**config.mk**
```make
export PLATFORM = sky130hd
export DESIGN_NAME = itf_input_decoder
export DESIGN_NICKNAME = d
export VERILOG_FILES = /design/src/logic/itf_pkg.sv /design/src/logic/itf_input_decoder.sv
export VERILOG_INCLUDE_DIRS = /design/src /design/src/logic
export SDC_FILE = /design/constraint.sdc
export NUM_CORES = 1
export LEC_CHECK = 0
export BUFFER_PORTS_ARGS = -buffer_cell sky130_fd_sc_hd__buf_4
export CAP_MARGIN = 40
export CORE_UTILIZATION = 35
export CTS_BUF_LIST = sky130_fd_sc_hd__clkbuf_8
export DETAILED_ROUTE_END_ITERATION = 6
export MAX_ROUTING_LAYER = met4
export PLACE_DENSITY = 0.61
export SYNTH_ARGS = -nofsm -noshare
export SYNTH_HDL_FRONTEND = slang
export SYNTH_SLANG_ARGS = --single-unit
```
**constraint.sdc**
```tcl
create_clock -name clock -period 2.8 [get_ports clock]
set_clock_uncertainty 0.05 [all_clocks]
set_input_delay 0 -clock clock [delete_from_list [all_inputs] [get_ports clock]]
set_output_delay 0 -clock clock [all_outputs]
set_load 0.005 [all_outputs]
```
**src/logic/itf_regs.svh**
```systemverilog
// register offsets, field positions, reset values and timing for the input function decoder
`ifndef ITF_REGS_SVH
`define ITF_REGS_SVH

`define ITF_ADDR_FUNC_A       8'h00
`define ITF_ADDR_FUNC_B       8'h04
`define ITF_ADDR_FUNC_C       8'h08
`define ITF_ADDR_MODE_CFG     8'h0c
`define ITF_ADDR_TLIM1        8'h10
`define ITF_ADDR_TLIM2        8'h14
`define ITF_ADDR_CTRL         8'h18
`define ITF_ADDR_STATUS       8'h1c

`define ITF_RST_FUNC_A        32'h0001_0000
`define ITF_RST_FUNC_B        32'h0003_0002
`define ITF_RST_FUNC_C        32'h0000_270f
`define ITF_RST_MODE_CFG      32'h0000_0000
`define ITF_RST_TLIM          16'h0096

`define ITF_CTRL_ENCODER      0
`define ITF_CTRL_PANEL_REQ    1
`define ITF_CTRL_VF           2

`define ITF_CODE_SECOND       16'h0003
`define ITF_CODE_THIRD        16'h0009
`define ITF_CODE_CONV_EN      16'h000a
`define ITF_CODE_PANEL_LOCK   16'h000c
`define ITF_CODE_PID          16'h000e
`define ITF_CODE_PANEL_EXT    16'h0010
`define ITF_CODE_SCURVE       16'h0014
`define ITF_CODE_ORIENT       16'h0016
`define ITF_CODE_PREEXCITE    16'h0017
`define ITF_CODE_OUT_STOP     16'h0018
`define ITF_CODE_SELF_HOLD    16'h0019
`define ITF_CODE_MODE_CHG     16'h001a
`define ITF_CODE_TLIM_SEL     16'h001b
`define ITF_CODE_TUNE         16'h001c
`define ITF_CODE_BIAS_A       16'h002a
`define ITF_CODE_BIAS_B       16'h002b
`define ITF_CODE_REVERSE      16'h270f

`define ITF_OPMODE_SWITCH     8'h08
`define ITF_ACCEL_SCURVE_C    8'h04

`define ITF_CLK_HZ            10000000
`define ITF_RESUME_MS         20
`define ITF_RESUME_CYCLES     ((`ITF_CLK_HZ / 1000) * `ITF_RESUME_MS)

`endif

```
**src/logic/itf_pkg.sv**
```systemverilog
// types shared by the input function decoder
package itf_pkg;

  typedef enum logic [1:0] {
    ITF_MODE_SPEED    = 2'h0,
    ITF_MODE_TORQUE   = 2'h1,
    ITF_MODE_POSITION = 2'h2
  } itf_ctl_mode_t;

  // gray along run -> stopped -> resuming; the return from resuming to run changes both bits
  typedef enum logic [1:0] {
    ITF_OUT_RUN      = 2'h0,
    ITF_OUT_STOPPED  = 2'h1,
    ITF_OUT_RESUMING = 2'h3
  } itf_out_state_t;

  typedef enum logic [1:0] {
    ITF_TUNE_IDLE = 2'h0,
    ITF_TUNE_BUSY = 2'h1
  } itf_tune_state_t;

  typedef struct packed {
    logic          outputEnable;
    logic          secondMotor;
    logic [1:0]    functionSet;
    logic          pidEnable;
    logic          panelOperation;
    logic          scurveSet2;
    logic          orientation;
    logic          zeroSpeedLock;
    logic          servoOn;
    logic          runForward;
    logic          runReverse;
    itf_ctl_mode_t controlMode;
    logic [15:0]   torqueLimit;
    logic          tuningActive;
    logic [1:0]    torqueBiasSel;
  } itf_ctrl_t;

endpackage

```
**src/logic/itf_input_decoder.sv**
```systemverilog
// multi-function input terminal decoder with apb configuration
//
// The implementer's own choices: the APB interface to the registers and the register offsets.
`timescale 1ns/1ns
`default_nettype none
`include "itf_regs.svh"

module itf_input_decoder #(
  parameter int unsigned RESUME_CYCLES = `ITF_RESUME_CYCLES
) (
  // clock and reset
  input  wire logic              clock,
  input  wire logic              rst_n,
  // apb slave
  input  wire logic              psel,
  input  wire logic              penable,
  input  wire logic              pwrite,
  input  wire logic [7:0]        paddr,
  input  wire logic [31:0]       pwdata,
  output logic                   pready,
  output logic                   pslverr,
  output logic [31:0]            prdata,
  // contact inputs: five assignable terminals, the fifth reset to the reverse function
  input  wire logic [4:0]        terminalIn,
  input  wire logic              forwardStart,
  // drive status
  input  wire logic              residualFluxStatus,
  input  wire logic              tuningDone,
  input  wire logic              speedBelowStart,
  // decoded controls
  output itf_pkg::itf_ctrl_t     ctrl
);

  ////////////////////////////////////////////////////////////////////////////
  // configuration registers

  logic [15:0]            funcCode [5];
  logic [7:0]             opModeParam;
  logic [7:0]             accelPatternParam;
  logic [7:0]             controlSystemParam;
  logic [15:0]            torqueLimit1;
  logic [15:0]            torqueLimit2;
  logic [2:0]             ctrlBits;

  wire apbWrite = psel & penable & pwrite;
  wire apbSetup = psel & ~penable;
  wire hitFuncA = paddr == `ITF_ADDR_FUNC_A;
  wire hitFuncB = paddr == `ITF_ADDR_FUNC_B;
  wire hitFuncC = paddr == `ITF_ADDR_FUNC_C;
  wire hitMode  = paddr == `ITF_ADDR_MODE_CFG;
  wire hitTlim1 = paddr == `ITF_ADDR_TLIM1;
  wire hitTlim2 = paddr == `ITF_ADDR_TLIM2;
  wire hitCtrl  = paddr == `ITF_ADDR_CTRL;
  wire hitStat  = paddr == `ITF_ADDR_STATUS;
  wire hitAny   = hitFuncA | hitFuncB | hitFuncC | hitMode | hitTlim1 | hitTlim2
                  | hitCtrl | hitStat;

  assign pready  = 1'b1;
  assign pslverr = psel & penable & (~hitAny | (pwrite & hitStat));

  always_ff @(posedge clock or negedge rst_n) begin
    if (!rst_n) begin
      funcCode[0]        <= 16'(`ITF_RST_FUNC_A);
      funcCode[1]        <= 16'(`ITF_RST_FUNC_A >> 16);
      funcCode[2]        <= 16'(`ITF_RST_FUNC_B);
      funcCode[3]        <= 16'(`ITF_RST_FUNC_B >> 16);
      funcCode[4]        <= 16'(`ITF_RST_FUNC_C);
      opModeParam        <= 8'h00;
      accelPatternParam  <= 8'h00;
      controlSystemParam <= 8'h00;
      torqueLimit1       <= `ITF_RST_TLIM;
      torqueLimit2       <= `ITF_RST_TLIM;
      ctrlBits           <= 3'h0;
    end else if (apbWrite) begin
      if (hitFuncA) begin
        funcCode[0] <= pwdata[15:0];
        funcCode[1] <= pwdata[31:16];
      end
      if (hitFuncB) begin
        funcCode[2] <= pwdata[15:0];
        funcCode[3] <= pwdata[31:16];
      end
      if (hitFuncC) funcCode[4] <= pwdata[15:0];
      if (hitMode) begin
        opModeParam        <= pwdata[7:0];
        accelPatternParam  <= pwdata[15:8];
        controlSystemParam <= pwdata[23:16];
      end
      if (hitTlim1) torqueLimit1 <= pwdata[15:0];
      if (hitTlim2) torqueLimit2 <= pwdata[15:0];
      if (hitCtrl) ctrlBits <= pwdata[2:0];
    end
  end

  ////////////////////////////////////////////////////////////////////////////
  // terminal decode

  // a function sees the or of the terminals assigned to it, inactive otherwise
  function automatic logic fnLevel(input logic [15:0] code, input logic [4:0] lv,
                                   input logic [15:0] fc0, input logic [15:0] fc1,
                                   input logic [15:0] fc2, input logic [15:0] fc3,
                                   input logic [15:0] fc4);
    fnLevel = (lv[0] & (fc0 == code)) | (lv[1] & (fc1 == code)) | (lv[2] & (fc2 == code))
              | (lv[3] & (fc3 == code)) | (lv[4] & (fc4 == code));
  endfunction

  function automatic logic fnMapped(input logic [15:0] code,
                                    input logic [15:0] fc0, input logic [15:0] fc1,
                                    input logic [15:0] fc2, input logic [15:0] fc3,
                                    input logic [15:0] fc4);
    fnMapped = (fc0 == code) | (fc1 == code) | (fc2 == code) | (fc3 == code) | (fc4 == code);
  endfunction

  `define ITF_LV(c) fnLevel(c, terminalIn, funcCode[0], funcCode[1], funcCode[2], \
                            funcCode[3], funcCode[4])
  `define ITF_MAP(c) fnMapped(c, funcCode[0], funcCode[1], funcCode[2], funcCode[3], \
                              funcCode[4])

  wire secondSel   = `ITF_LV(`ITF_CODE_SECOND);
  wire thirdSel    = `ITF_LV(`ITF_CODE_THIRD);
  wire pidIn       = `ITF_LV(`ITF_CODE_PID);
  wire panelExtIn  = `ITF_LV(`ITF_CODE_PANEL_EXT);
  wire scurveIn    = `ITF_LV(`ITF_CODE_SCURVE);
  wire orientIn    = `ITF_LV(`ITF_CODE_ORIENT);
  wire preexciteIn = `ITF_LV(`ITF_CODE_PREEXCITE);
  wire outStopIn   = `ITF_LV(`ITF_CODE_OUT_STOP);
  wire selfHoldIn  = `ITF_LV(`ITF_CODE_SELF_HOLD);
  wire modeChgIn   = `ITF_LV(`ITF_CODE_MODE_CHG);
  wire tlimSelIn   = `ITF_LV(`ITF_CODE_TLIM_SEL);
  wire tuneIn      = `ITF_LV(`ITF_CODE_TUNE);
  wire biasAIn     = `ITF_LV(`ITF_CODE_BIAS_A);
  wire biasBIn     = `ITF_LV(`ITF_CODE_BIAS_B);
  wire reverseIn   = `ITF_LV(`ITF_CODE_REVERSE);
  // an unassigned enable or interlock must not block the drive
  wire convEnable  = ~`ITF_MAP(`ITF_CODE_CONV_EN) | `ITF_LV(`ITF_CODE_CONV_EN);
  wire panelLockOk = ~`ITF_MAP(`ITF_CODE_PANEL_LOCK) | `ITF_LV(`ITF_CODE_PANEL_LOCK);
  wire selfHoldMap = `ITF_MAP(`ITF_CODE_SELF_HOLD);
  wire panelExtMap = `ITF_MAP(`ITF_CODE_PANEL_EXT);

  `undef ITF_LV
  `undef ITF_MAP

  ////////////////////////////////////////////////////////////////////////////
  // tuning and start qualification

  itf_pkg::itf_tune_state_t tuneState;
  itf_pkg::itf_tune_state_t next_tuneState;
  logic                     tunePrev;

  wire vfControl  = ctrlBits[`ITF_CTRL_VF];
  wire tuneBusy   = tuneState == itf_pkg::ITF_TUNE_BUSY;
  wire rawStart   = forwardStart | reverseIn;
  wire tuneByPin  = tuneIn & ~tunePrev & ~rawStart & ~residualFluxStatus;
  wire tuneByLx   = preexciteIn & rawStart & speedBelowStart;
  wire tuneKick   = ~vfControl & (tuneByPin | tuneByLx);
  // starts and pre-excite are held off until tuning has finished
  wire fwdQual    = forwardStart & ~tuneBusy;
  wire revQual    = reverseIn & ~tuneBusy;
  wire lxQual     = preexciteIn & ~tuneBusy;
  wire tuneDone   = tuningDone;

  always_comb begin
    next_tuneState = tuneState;
    case (tuneState)
      itf_pkg::ITF_TUNE_IDLE: if (tuneKick) next_tuneState = itf_pkg::ITF_TUNE_BUSY;
      itf_pkg::ITF_TUNE_BUSY: if (tuneDone | vfControl) next_tuneState = itf_pkg::ITF_TUNE_IDLE;
      default:                next_tuneState = itf_pkg::ITF_TUNE_IDLE;
    endcase
  end

  always_ff @(posedge clock or negedge rst_n) begin
    if (!rst_n) begin
      tuneState <= itf_pkg::ITF_TUNE_IDLE;
      tunePrev  <= 1'b0;
    end else begin
      tuneState <= next_tuneState;
      tunePrev  <= tuneIn;
    end
  end

  ////////////////////////////////////////////////////////////////////////////
  // output stop and resume delay

  itf_pkg::itf_out_state_t outState;
  itf_pkg::itf_out_state_t next_outState;
  logic [31:0]             resumeCount;

  wire resumeDone = resumeCount >= RESUME_CYCLES - 1;

  always_comb begin
    next_outState = outState;
    case (outState)
      itf_pkg::ITF_OUT_RUN:      if (outStopIn) next_outState = itf_pkg::ITF_OUT_STOPPED;
      itf_pkg::ITF_OUT_STOPPED:  if (!outStopIn) next_outState = itf_pkg::ITF_OUT_RESUMING;
      itf_pkg::ITF_OUT_RESUMING: begin
        if (outStopIn) next_outState = itf_pkg::ITF_OUT_STOPPED;
        else if (resumeDone) next_outState = itf_pkg::ITF_OUT_RUN;
      end
      default:                   next_outState = itf_pkg::ITF_OUT_STOPPED;
    endcase
  end

  always_ff @(posedge clock or negedge rst_n) begin
    if (!rst_n) begin
      outState    <= itf_pkg::ITF_OUT_RUN;
      resumeCount <= 32'h0;
    end else begin
      outState    <= next_outState;
      resumeCount <= (outState == itf_pkg::ITF_OUT_RESUMING) ? resumeCount + 32'h1 : 32'h0;
    end
  end

  // stop acts in the same cycle the input is seen, in every control mode
  wire outStopped = outStopIn | (outState != itf_pkg::ITF_OUT_RUN);

  ////////////////////////////////////////////////////////////////////////////
  // start self-hold

  logic holdFwd;
  logic holdRev;

  // start together with stop disables rotation in both directions
  wire startConflict = selfHoldMap & ~selfHoldIn & (fwdQual | revQual);
  wire fwdCmd = selfHoldMap ? holdFwd : fwdQual;
  wire revCmd = selfHoldMap ? holdRev : revQual;

  always_ff @(posedge clock or negedge rst_n) begin
    if (!rst_n) begin
      holdFwd <= 1'b0;
      holdRev <= 1'b0;
    end else begin
      holdFwd <= selfHoldIn & ~startConflict & (fwdQual & ~revQual | holdFwd & ~revQual);
      holdRev <= selfHoldIn & ~startConflict & (revQual & ~fwdQual | holdRev & ~fwdQual);
    end
  end

  // a stopped output blocks the run commands; the self-hold latch still takes starts
  wire runFwd = fwdCmd & ~revCmd & ~outStopped & convEnable;
  wire runRev = revCmd & ~fwdCmd & ~outStopped & convEnable;

  ////////////////////////////////////////////////////////////////////////////
  // mode selection

  logic panelMode;

  // param 8 with the switch terminal assigned hands the choice to the pin
  wire wantPanel = (opModeParam == `ITF_OPMODE_SWITCH && panelExtMap) ? ~panelExtIn
                   : ctrlBits[`ITF_CTRL_PANEL_REQ];
  wire next_panelMode = wantPanel ? (panelMode | panelLockOk) : 1'b0;

  wire [3:0] modeNibble = modeChgIn ? controlSystemParam[7:4] : controlSystemParam[3:0];
  wire itf_pkg::itf_ctl_mode_t modeSel =
    (modeNibble == 4'h1) ? itf_pkg::ITF_MODE_TORQUE :
    (modeNibble == 4'h2) ? itf_pkg::ITF_MODE_POSITION : itf_pkg::ITF_MODE_SPEED;

  wire servoOnNow  = lxQual & (modeSel == itf_pkg::ITF_MODE_POSITION) & ~outStopped;
  wire zeroLockNow = lxQual & ~fwdQual & ~revQual & ~outStopped;

  ////////////////////////////////////////////////////////////////////////////
  // registered controls

  itf_pkg::itf_ctrl_t next_ctrl;

  always_comb begin
    next_ctrl                = '0;
    next_ctrl.outputEnable   = convEnable & ~outStopped & (runFwd | runRev | servoOnNow
                                                          | zeroLockNow);
    next_ctrl.secondMotor    = secondSel;
    next_ctrl.functionSet    = thirdSel ? 2'h3 : (secondSel ? 2'h2 : 2'h1);
    next_ctrl.pidEnable      = pidIn;
    next_ctrl.panelOperation = next_panelMode;
    next_ctrl.scurveSet2     = (accelPatternParam == `ITF_ACCEL_SCURVE_C) & scurveIn;
    next_ctrl.orientation    = orientIn & ctrlBits[`ITF_CTRL_ENCODER];
    next_ctrl.zeroSpeedLock  = zeroLockNow;
    next_ctrl.servoOn        = servoOnNow;
    next_ctrl.runForward     = runFwd;
    next_ctrl.runReverse     = runRev;
    next_ctrl.controlMode    = modeSel;
    next_ctrl.torqueLimit    = tlimSelIn ? torqueLimit2 : torqueLimit1;
    next_ctrl.tuningActive   = tuneBusy;
    next_ctrl.torqueBiasSel  = {biasBIn, biasAIn};
  end

  always_ff @(posedge clock or negedge rst_n) begin
    if (!rst_n) begin
      ctrl      <= '0;
      panelMode <= 1'b0;
    end else begin
      ctrl      <= next_ctrl;
      panelMode <= next_panelMode;
    end
  end

  ////////////////////////////////////////////////////////////////////////////
  // read data, captured in the setup cycle

  wire [31:0] statusWord = {12'h0, ctrl.torqueBiasSel, ctrl.controlMode, outState, tuneState,
                            ctrl.functionSet, ctrl.secondMotor, ctrl.pidEnable,
                            ctrl.panelOperation, ctrl.scurveSet2, ctrl.orientation,
                            ctrl.zeroSpeedLock, ctrl.servoOn, ctrl.runForward,
                            ctrl.runReverse, ctrl.outputEnable};

  wire [31:0] readMux =
    hitFuncA ? {funcCode[1], funcCode[0]} :
    hitFuncB ? {funcCode[3], funcCode[2]} :
    hitFuncC ? {16'h0, funcCode[4]} :
    hitMode  ? {8'h0, controlSystemParam, accelPatternParam, opModeParam} :
    hitTlim1 ? {16'h0, torqueLimit1} :
    hitTlim2 ? {16'h0, torqueLimit2} :
    hitCtrl  ? {29'h0, ctrlBits} :
    hitStat  ? statusWord : 32'h0;

  always_ff @(posedge clock or negedge rst_n) begin
    if (!rst_n) prdata <= 32'h0;
    else if (apbSetup && !pwrite) prdata <= readMux;
  end

endmodule
`default_nettype wire

```
---- Word-level counts from Yosys, hierarchy flattened ----
Index checks and enable logic that the tools add are counted.
operators by class
  add/sub/neg operators ................... 1
  $mul .................................... 0
  divide/modulo/power cells ............... 0
  magnitude comparators ................... 1
  eq/ne operators ......................... 105
  shift operators ......................... 0
  muxes and demuxes ....................... 27
  bitwise operators ....................... 245
  reductions and logical operators ........ 16
operators by type and width
  cell                                                                     number
  16-bit by 5-bit equality test with 1-bit output, second input constant   45
  16-bit by 4-bit equality test with 1-bit output, second input constant   20
  16-bit by 6-bit equality test with 1-bit output, second input constant   10
  1-bit AND                                                                123
  1-bit bitwise OR                                                         105
  32-bit 2-to-1 mux                                                        3
  16-bit by 14-bit equality test with 1-bit output, second input constant  5
  16-bit by 2-bit equality test with 1-bit output, second input constant   5
  20-bit 2-to-1 mux                                                        4
  24-bit 2-to-1 mux                                                        2
  32-bit by 1-bit adder with 32-bit output, second input constant          1
  8-bit by 5-bit equality test with 1-bit output, second input constant    4
  32-bit by 18-bit >= comparator with 1-bit output, second input constant  1
  8-bit by 4-bit equality test with 1-bit output, second input constant    3
  2-bit 2-to-1 mux                                                         10
  1-bit NOT                                                                17
  8-bit by 3-bit equality test with 1-bit output, second input constant    2
  16-bit 2-to-1 mux                                                        1
  2-bit AND reduction                                                      8
  8-bit logical NOT                                                        1
  2-bit != test, second input constant                                     3
  2-bit one-hot mux with 3 select lines                                    1
  2-bit by 1-bit equality test with 1-bit output, second input constant    2
  2-bit equality test, second input constant                               2
  other kinds (12)                                                         17
storage, ports and cells
  bits in registers ....................... 243
  latch bits .............................. 0
  bits in writable memories ............... 0
  bits in read-only memories .............. 0
  input bits .............................. 54
  output and inout port bits .............. 67
  memories ................................ 0

---- Logic depth before layout (Yosys ltp) ----
Gate-level depths: netlist of run 1.
  depth in word-level cells ............... 16
  depth in mapped cells ................... 9
  gate-level depth less buffers ........... 8

---- Worst setup path before layout of run 1 ----
No wires, ideal clock.
  path kind ............................... reg2reg
  start point ............................. register funcCode[73] in the netlist's numbering
  end point ............................... register, netlist name ctrl[32]
  library setup time ...................... 0.078 ns
  arrival time ............................ 2.165 ns
  required time ........................... 2.672 ns
  setup slack ............................. 0.507 ns
  stages on the path, launching flop included .. 8
  path buffers ............................ 0
  cells stage by stage .................... dfrtp_1 -> or4_1 -> nor4_1 -> inv_1 -> o211ai_1 -> mux2i_1 -> o2111ai_1 -> a21oi_1
RTL lines
  what         RTL line                 RTL
  from (decl)  itf_input_decoder.sv:37  logic [15:0] funcCode [5];

==> results of run 1 <==
layout make-up:
class / instances / area, um2 / share of cell area (%)
clock inverter: 22 / 155.1 / 1.040
sequential: 242 / 6081 / 40.78
inverter: 7 / 26.28 / 0.1762
timing repair buffer: 217 / 1799 / 12.07
clock buffer: 55 / 757.0 / 5.076
multi-input combinational: 766 / 5540 / 37.15
tap: 442 / 553.0 / 3.709
repair_timing:
item	CTS	global route
hold buffers	46	0
gates resized for setup	0	1
hold endpoints to repair	401	0
setup endpoints to repair	0	1
worst register-to-register path: stages (launching register included):
cell and delay (ps):
dfrtp_1 410, or4_1 610, nor4_1 320, buf_4 180, inv_1 50, o211ai_1 240, mux2i_1 340, o2111ai_1 170
a21oi_1 180
logic make-up (layout without fill, tap and decap cells):
| family | count (synthesis) | after routing | synth area share [%] |
|---|---|---|---|
| flops | 242 | 242 | 51.36 |
| fa+ha+maj | 1 | 1 | 0.1057 |
| simple gates | 402 | 402 | 18.15 |
| xor+xnor | 29 | 29 | 2.145 |
| buf+inv | 65 | 301 | 2.145 |
| compound gates | 172 | 172 | 10.81 |
| mux | 161 | 161 | 15.25 |
| other cells | 1 | 1 | 0.03168 |
state kept, by name, indices dropped and copies added, names as in the netlist:
name	cells
holdRev	1
funcCode	80
ctrl	32
panelMode	1
resumeCount	32
outState	2
ctrlBits	3
holdFwd	1
tunePrev	1
accelPatternParam	8
torqueLimit2	16
tuneState	1
controlSystemParam	8
prdata	32
opModeParam	8
torqueLimit1	16
power by group:
part	leakage, nW	switching (mW)	internal, mW
Clock	0.505	1.53	1.95
Sequential	3.21	0.116	3.64
Combinational	3.12	0.353	0.339
worst max path at each step:
stage,startpoint,endpoint,cells past startpoint
detailed placement,funcCode[25],ctrl[11],6
floorplan,funcCode[73],ctrl[32],7
finish,funcCode[73],ctrl[32],8
global placement,funcCode[59],ctrl[32],9
CTS,funcCode[25],ctrl[11],6
global route,funcCode[59],ctrl[23],9
cells in the mapped netlist, types with 6 or more instances:
cell	n	share of area (%)
a21oi_1	32	1.4
a221oi_1	18	1.3
a222oi_1	16	1.4
a22oi_1	33	2.1
a31oi_1	10	0.53
and3_1	21	1.1
and4_1	8	0.59
buf_1	8	0.25
clkbuf_1	46	1.5
dfrtp_1	222	47
dfstp_2	20	4.4
inv_1	7	0.22
mux2_2	155	15
mux2i_1	6	0.51
nand2_1	61	1.9
nand2b_1	13	0.69
nand3_1	42	1.8
nand3b_1	6	0.38
nand4_1	30	1.6
nand4b_1	6	0.44
nor2_1	105	3.3
nor2b_1	23	1.2
nor3_1	23	0.97
nor3b_1	9	0.57
nor4_1	26	1.4
nor4b_1	7	0.52
o21ai_0	12	0.51
xnor2_1	6	0.44
xor2_1	23	1.7
routing by layer:
layer	up-vias	wire (um)
met5	-	0
met4	0	1555
met3	109	2200
met2	353	17740
met1	4964	17310
li1	4480	-
==> flow_summary.json, run 1 <==
{
  "outcome": "complete, but fails checks",
  "violations": "design-rule violations",
  "syn_nets": 1128,
  "synth_seq_area_share_pct": 51.36,
  "gp_congestion": 1.004,
  "fin_util_pct": 45.37,
  "avgSynthCellArea_um2": 11.03,
  "critPathKind": "register to register",
  "syn2layout_area_growth_pct": 25.96,
  "max_freq_ghz": 0.3849,
  "hpwl_mm": 28.15,
  "fin_crit_ps": 2598,
  "use_met3_pct": 3.757,
  "ys.warnings.count": 0,
  "met2_usage_pct": 36.19,
  "antenna_found_initial": 0,
  "synth-edff-count": 0,
  "final_cell_mix": "222 x dfrtp_1, 167 x buf_4, 155 x mux2_2",
  "gr-usage-all-layers_pct": 23.59,
  "vias_per_cell": 5.657,
  "final_nets": 1332,
  "hp-start": "paddr[3]",
  "worstReg2RegEnd": "ctrl[32]",
  "critical_path_required_ps": 3270,
  "tritoncts": "done",
  "crit_fanout": 5,
  "drt_iter0_markers": 970,
  "maxSlewViolCount": 0,
  "tightest_slew_ps": 819.6,
  "antenna_cells": 0,
  "slowest_delay_ps": 610,
  "layout.cells.most_common": "dfrtp_1",
  "die_h_um": 185.9,
  "endpoint_kind": "register",
  "dieArea_um2": 34560,
  "wl_per_cell_um": 22.16,
  "fin_tns_setup_ps": 0,
  "synth_seq_cells": 242,
  "io_buffers": 119,
  "dpl_cell_area_um2": 13520,
  "setup_ws_ps": 202.0,
  "hold_path_depth": 5,
  "whs_ps": 46.16,
  "cap_violations": 0,
  "power_mw": 7.932,
  "io_pins": 121,
  "drc": 2,
  "totalWireLength_mm": 38.81,
  "cellLeakagePower_nw": 6.840,
  "coreArea_um2": 32870,
  "cts.sinks": 242,
  "slew_headroom_pct": 44.95,
  "hold_viol_final": 0,
  "cts_buffers": 43,
  "peakVddDrop_v": 0.0003839,
  "period_share_pct": 92.79,
  "cp.buffers_inverters": 2,
  "ctsRootBufferMaster": "clkbuf_8",
  "worstHoldPathType": "primary input to register",
  "power.density_nw_per_um2": 531.9,
  "vias": 9906,
  "nFillCells": 3161,
  "grt_overflow": 0,
  "r2r_setup_slack_ps": 200,
  "start_util_pct": 36.02,
  "fp.dieW_um": 185.9,
  "syn_inst": 1073,
  "dp.cells": 1628,
  "crit_chain": "or4_1, nor4_1, buf_4, inv_1, o211ai_1, mux2i_1, o2111ai_1, a21oi_1",
  "synth_top_flop_cell": "dfrtp_1",
  "timing.rr.start": "funcCode[73]",
  "yosys.cell_types.count": 68,
  "clk_path_buf_depth": 3,
  "rows": 66,
  "busiest_layer": "met2",
  "report.final.setup_viol": 0,
  "async_flop_share_pct": 100.0,
  "grt_pass1_vias": 9910,
  "fin_area_um2": 14910,
  "grt_max_degree": 49,
  "crit_arrival_ps": 3070,
  "use_met1_pct": 31.13,
  "crit_path_start_kind": "register",
  "rsz0062_at_grt": "no",
  "crit_slowest_cell": "or4_1",
  "grt_pass1_wl_mm": 59.20,
  "drtAntennaViolNets": 0,
  "drive_gt1_share_pct": 32.85,
  "place_ws_ps": 198.0,
  "htreeDepth": 2,
  "clk_pin_slew_ps": 70,
  "r2r_cells": 8,
  "cp_top_family": "simple AND/OR/NAND/NOR gates",
  "syn-cell-area_um2": 11840,
  "firstDrtPassIters": 7,
  "cts_setup_buffers": 0,
  "clk_latency_ps": 590,
  "fin_cells": 1751,
  "min_to": "prdata[30]"
}
Power figures use the tool's default switching activity.
==> run 2, diff against run 1 <==
--- a/config.mk
+++ b/config.mk
@@ -12,7 +12,7 @@
 export CTS_BUF_LIST = sky130_fd_sc_hd__clkbuf_8
 export DETAILED_ROUTE_END_ITERATION = 6
 export MAX_ROUTING_LAYER = met4
-export PLACE_DENSITY = 0.61
+export PLACE_DENSITY = 0.63
 export SYNTH_ARGS = -nofsm -noshare
 export SYNTH_HDL_FRONTEND = slang
 export SYNTH_SLANG_ARGS = --single-unit
==> constraint.sdc (replaced) <==
create_clock -name clock -period 2.25 [get_ports clock]
set_clock_uncertainty 0.05 [all_clocks]
set_input_delay 0 -clock clock [delete_from_list [all_inputs] [get_ports clock]]
set_output_delay 0 -clock clock [all_outputs]
set_load 0.005 [all_outputs]
==> flow_summary.json, run 2 (same netlist as run 1, synthesis figures left out) <==
{
  "final_cell_mix": "272 x buf_4, 222 x dfrtp_1, 155 x mux2_2",
  "dpl_cell_area_um2": 14400,
  "ctsRootBufferMaster": "clkbuf_8",
  "fin_util_pct": 48.99,
  "drc": 0,
  "clk_pin_slew_ps": 60,
  "max_freq_ghz": 0.3990,
  "clkPwrFrac_pct": 43.6,
  "drt_iter0_markers": 793,
  "drtAntennaViolNets": 0,
  "crit_slowest_cell": "or4_4",
  "tritoncts": "done",
  "vias": 10229,
  "dieArea_um2": 34560,
  "slowest_delay_ps": 570,
  "grt_pass1_vias": 10272,
  "p_sw_mw": 2.472,
  "crit_top_cell": "nor4_4",
  "r2r_cells": 9,
  "switching_share_pct": 24.76,
  "layout.cells.most_common": "buf_4",
  "power.density_nw_per_um2": 620.1,
  "crit_chain": "or4_4, nor4_4, inv_1, buf_4, buf_6, o21ai_4, nor4_4, buf_12, mux2_2",
  "report.final.setup_viol": 26,
  "crit_fanout": 16,
  "violations": "negative setup slack",
  "fin_area_um2": 16100,
  "grt_overflow": 0,
  "drive_gt1_share_pct": 40.79,
  "r2r_setup_slack_ps": -260,
  "timing.rr.start": "funcCode[73]",
  "endpoint_kind": "register",
  "critical_path_required_ps": 2630,
  "die_h_um": 185.9,
  "gr-usage-all-layers_pct": 24.07,
  "fin_crit_ps": 2506,
  "crit_path_start_kind": "register",
  "firstDrtPassIters": 5,
  "wl_per_cell_um": 21.27,
  "cts.sinks": 242,
  "final_nets": 1444,
  "sequentialPowerShare_pct": 46.8,
  "htreeDepth": 2,
  "hold_viol_final": 0,
  "intPower_mw": 7.512,
  "grt_max_degree": 69,
  "io_buffers": 119,
  "seq_area_um2": 6081,
  "coreArea_um2": 32870,
  "slew_headroom_pct": 59.58,
  "tightest_slew_ps": 601.6,
  "hold_path_depth": 4,
  "worstHoldPathType": "primary input to register",
  "fp.dieW_um": 185.9,
  "cts_buffers": 42,
  "crit_arrival_ps": 2890,
  "maxSlewViolCount": 0,
  "min_to": "torqueLimit2[1]",
  "critPathKind": "register to register",
  "rows": 66,
  "clk_path_buf_depth": 3,
  "rsz0062_at_grt": "yes",
  "grt_pass1_wl_mm": 60.66,
  "io_pins": 121,
  "start_util_pct": 36.02,
  "nFillCells": 3071,
  "fin_tns_setup_ps": -5101,
  "setup_ws_ps": -256.2,
  "hpwl_mm": 29.52,
  "gp_congestion": 0.9846,
  "syn2layout_area_growth_pct": 36.00,
  "clk_latency_ps": 550,
  "largest_reg_flops": 80,
  "period_share_pct": 111.4,
  "hp-start": "paddr[3]",
  "totalWireLength_mm": 39.67,
  "cap_violations": 0,
  "antenna_found_initial": 1,
  "top_register": "funcCode",
  "outcome": "complete, but fails checks",
  "worstReg2RegEnd": "ctrl[16]",
  "multiInputGateArea_um2": 5802,
  "place_ws_ps": -257.6,
  "p_comb_share_pct": 9.7,
  "cellLeakagePower_nw": 7.519,
  "vias_per_cell": 5.485,
  "peakVddDrop_v": 0.0005328
}
## run 2: area by class of cell
cell class                      count  area share, %
Multi-Input combinational cell    766          36.04
Antenna cell                        1        0.01554
Clock buffer                       57          4.873
Clock inverter                     20         0.8626
Inverter                            7         0.1632
Timing Repair Buffer              330          16.85
Sequential cell                   242          37.77
Tap cell                          442          3.435
## run 2: worst max-delay path by stage
stage	start	endpoint	slack, ps	cells after the start
finish	funcCode[73]	ctrl[16]	-260	9
global route	funcCode[73]	ctrl[32]	-300	8
CTS	funcCode[77]	holdFwd	-240	7
detailed placement	funcCode[79]	ctrl[32]	-260	8
global placement	funcCode[79]	ctrl[32]	-250	8
floorplan	funcCode[79]	holdFwd	-20	6
## run 2: critical path: cells and delay by family (launching register included)
family,cells,cell delay [ps]
buffers and inverters,4,550
AOI/OAI and AO/OA,1,130
and+or+nand+nor,3,1010
muxes,1,280
DFF,1,370
## run 2: power by group through the flow
stage / Combinational (mW) / Clock (mW) / Sequential [mW]
4_1_cts: 0.948 / 4.47 / 4.67
5_1_grt: 1.07 / 4.67 / 4.69
3_5_place_dp: 0.876 / 0 / 4.74
2_1_floorplan: 0.296 / 0 / 4.72
3_3_place_gp: 0.871 / 0 / 4.73
6_report: 0.967 / 4.35 / 4.67
## run 2: what timing repair did
action / 4_1_cts / 5_1_grt
hold buffers: 45 / 0
pin swaps: 13 / 28
gates resized for setup: 15 / 37
setup buffers: 2 / 6
hold endpoints to repair: 407 / 0
endpoints found under the setup margin: 27 / 37
## run 2: per-layer routing
| layer | wire length, um | track usage (%) | share of wire (%) |
|---|---|---|---|
| met1 | 17650 | 31.57 | 44 |
| met2 | 18480 | 37.34 | 47 |
| met3 | 2125 | 3.698 | 5.4 |
| met4 | 1415 | 9.475 | 3.6 |
| met5 | 0 | - | 0 |
## run 2: through the flow
stage / instances / total power, mW / hold slack [ps]
final: 1865 / 9.984 / 53.19
after global routing: 1865 / 10.42 / 66.59
after CTS: 1859 / 10.08 / 20.29
after detailed placement: 1735 / 5.619 / -38.31
after global placement: 1735 / 5.605 / -43.12
after floorplan: 1073 / 5.020 / -345.6
==> run 3, diff against run 2 <==
--- a/config.mk
+++ b/config.mk
@@ -8,11 +8,13 @@
 export LEC_CHECK = 0
 export BUFFER_PORTS_ARGS = -buffer_cell sky130_fd_sc_hd__buf_4
 export CAP_MARGIN = 40
+export CORE_ASPECT_RATIO = 0.8
 export CORE_UTILIZATION = 35
 export CTS_BUF_LIST = sky130_fd_sc_hd__clkbuf_8
 export DETAILED_ROUTE_END_ITERATION = 6
 export MAX_ROUTING_LAYER = met4
 export PLACE_DENSITY = 0.63
+export RECOVER_POWER = 25
 export SYNTH_ARGS = -nofsm -noshare
 export SYNTH_HDL_FRONTEND = slang
 export SYNTH_SLANG_ARGS = --single-unit
==> flow_summary.json, run 3 (same netlist as run 1, synthesis figures left out) <==
{
  "outcome": "complete, but fails checks",
  "violations": "max-capacitance violations, max-slew violations, negative setup slack",
  "hold_viol_final": 0,
  "critical_path_required_ps": 2690,
  "clk_path_buf_depth": 3,
  "tritoncts": "done",
  "final_nets": 1473,
  "fin_crit_ps": 2506,
  "io_pins": 121,
  "sequentialPowerShare_pct": 47.3,
  "io_buffers": 119,
  "dieArea_um2": 34570,
  "die_h_um": 166.5,
  "totalWireLength_mm": 42.65,
  "cp_top_family": "simple AND/OR/NAND/NOR gates",
  "intPower_mw": 7.339,
  "fin_area_um2": 16230,
  "gp_congestion": 1.052,
  "p_comb_share_pct": 9.7,
  "cellLeakagePower_nw": 7.619,
  "antenna_found_initial": 0,
  "p_sw_mw": 2.545,
  "layout.cells.most_common": "buf_4",
  "coreArea_um2": 32920,
  "crit_slowest_cell": "or4_4",
  "gr-usage-all-layers_pct": 25.17,
  "report.final.setup_viol": 30,
  "top_register": "funcCode",
  "period_share_pct": 111.4,
  "crit_fanout": 3,
  "max_freq_ghz": 0.3990,
  "start_util_pct": 35.96,
  "tightest_slew_ps": 1723,
  "hold_path_depth": 5,
  "slowest_delay_ps": 580,
  "maxSlewViolCount": 67,
  "crit_path_start_kind": "register",
  "crit_top_cell": "buf_4",
  "final_cell_mix": "241 x buf_4, 222 x dfrtp_1, 155 x mux2_2",
  "worstHoldPathType": "primary input to register",
  "grt_overflow": 0,
  "drt_iter0_markers": 1202,
  "critPathKind": "register to register",
  "clk_latency_ps": 590,
  "drc": 0,
  "grt_pass1_wl_mm": 64.40,
  "rows": 59,
  "switching_share_pct": 25.75,
  "clkPwrFrac_pct": 43.1,
  "slew_headroom_pct": -14.87,
  "largest_reg_flops": 80,
  "cp.buffers_inverters": 3,
  "endpoint_kind": "register",
  "hp-start": "paddr[3]",
  "cap_violations": 1,
  "wl_per_cell_um": 22.71,
  "vias_per_cell": 5.673,
  "place_ws_ps": -270.1,
  "syn2layout_area_growth_pct": 37.05,
  "htreeDepth": 2,
  "rsz0062_at_grt": "yes",
  "grt_pass1_vias": 10532,
  "ctsRootBufferMaster": "clkbuf_8",
  "cts_buffers": 41,
  "dpl_cell_area_um2": 14610,
  "whs_ps": 34.87,
  "worstReg2RegEnd": "ctrl[32]",
  "r2r_setup_slack_ps": -260,
  "crit_arrival_ps": 2950,
  "clk_pin_slew_ps": 60,
  "drive_gt1_share_pct": 40.90,
  "power.density_nw_per_um2": 609.1,
  "firstDrtPassIters": 5,
  "vias": 10654,
  "crit_chain": "or4_4, nor4_4, buf_4, inv_2, o211ai_1, mux2i_1, buf_4, o2111ai_2, a21oi_1",
  "min_to": "ctrlBits[0]",
  "timing.rr.start": "funcCode[77]",
  "peakVddDrop_v": 0.0004089,
  "fp.dieW_um": 207.6,
  "setup_ws_ps": -256.3,
  "hpwl_mm": 31.73,
  "drtAntennaViolNets": 0,
  "r2r_cells": 9,
  "grt_max_degree": 71,
  "power_mw": 9.884,
  "cts.sinks": 242
}
[run 3: worst max-delay path by stage]
stage | start | endpoint | slack (ps) | depth (start not counted)
after global routing | funcCode[69] | ctrl[32] | -310 | 9
after floorplan | funcCode[79] | holdFwd | -20 | 6
final | funcCode[77] | ctrl[32] | -260 | 9
after global placement | funcCode[79] | ctrl[32] | -160 | 9
after detailed placement | funcCode[79] | ctrl[32] | -270 | 9
after CTS | funcCode[77] | ctrl[32] | -210 | 9
[run 3: through the flow]
step / cells / setup TNS [ps] / util (%)
after global placement: 1747 / -3378 / 44.36
after floorplan: 1073 / -15.37 / -
final: 1878 / -3930 / 49.28
after detailed placement: 1747 / -4716 / 44.36
after global routing: 1877 / -24710 / 49.27
after CTS: 1870 / -2360 / 48.84
[run 3: final cells by class]
cell class	instances	area (um2)
Clock buffer	56	770.7
Timing Repair Buffer	360	2907
Tap cell	427	534.3
Antenna cell	1	2.502
Multi-Input combinational cell	766	5788
Fill cell	3065	16700
Sequential cell	242	6081
Clock inverter	19	116.4
Inverter	7	26.28
[run 3: worst reg2reg max path, cell delays in order (launching register included)]
cell and delay [ps]:
dfrtp_1 380, or4_4 580, nor4_4 260, buf_4 160, inv_2 40, o211ai_1 250, mux2i_1 310, buf_4 180
o2111ai_2 90, a21oi_1 140
[run 3: power by group through the flow]
stage | sequential (mW) | combinational [mW] | clock, mW
2_1_floorplan | 4.72 | 0.296 | 0
3_3_place_gp | 4.74 | 0.883 | 0
3_5_place_dp | 4.75 | 0.893 | 0
4_1_cts | 4.67 | 0.971 | 4.36
5_1_grt | 4.69 | 1.04 | 4.56
6_report | 4.67 | 0.956 | 4.26
[run 3: timing repair]
| item | in CTS | in global routing |
|---|---|---|
| hold buffers | 45 | 0 |
| endpoints found under the setup margin | 31 | 36 |
| cloned | 0 | 1 |
| gates resized for setup | 24 | 26 |
| hold endpoints to repair | 411 | 0 |
| setup buffers | 6 | 6 |
| pin swaps | 16 | 15 |
[run 3: layer usage]
metal / global-route usage (%) / share of wire [%] / vias to the layer above
li1: - / - / 4756
met1: 37.02 / 48 / 5374
met2: 35.69 / 42 / 443
met3: 3.734 / 7.2 / 81
met4: 7.182 / 2.5 / 0
met5: - / 0 / -
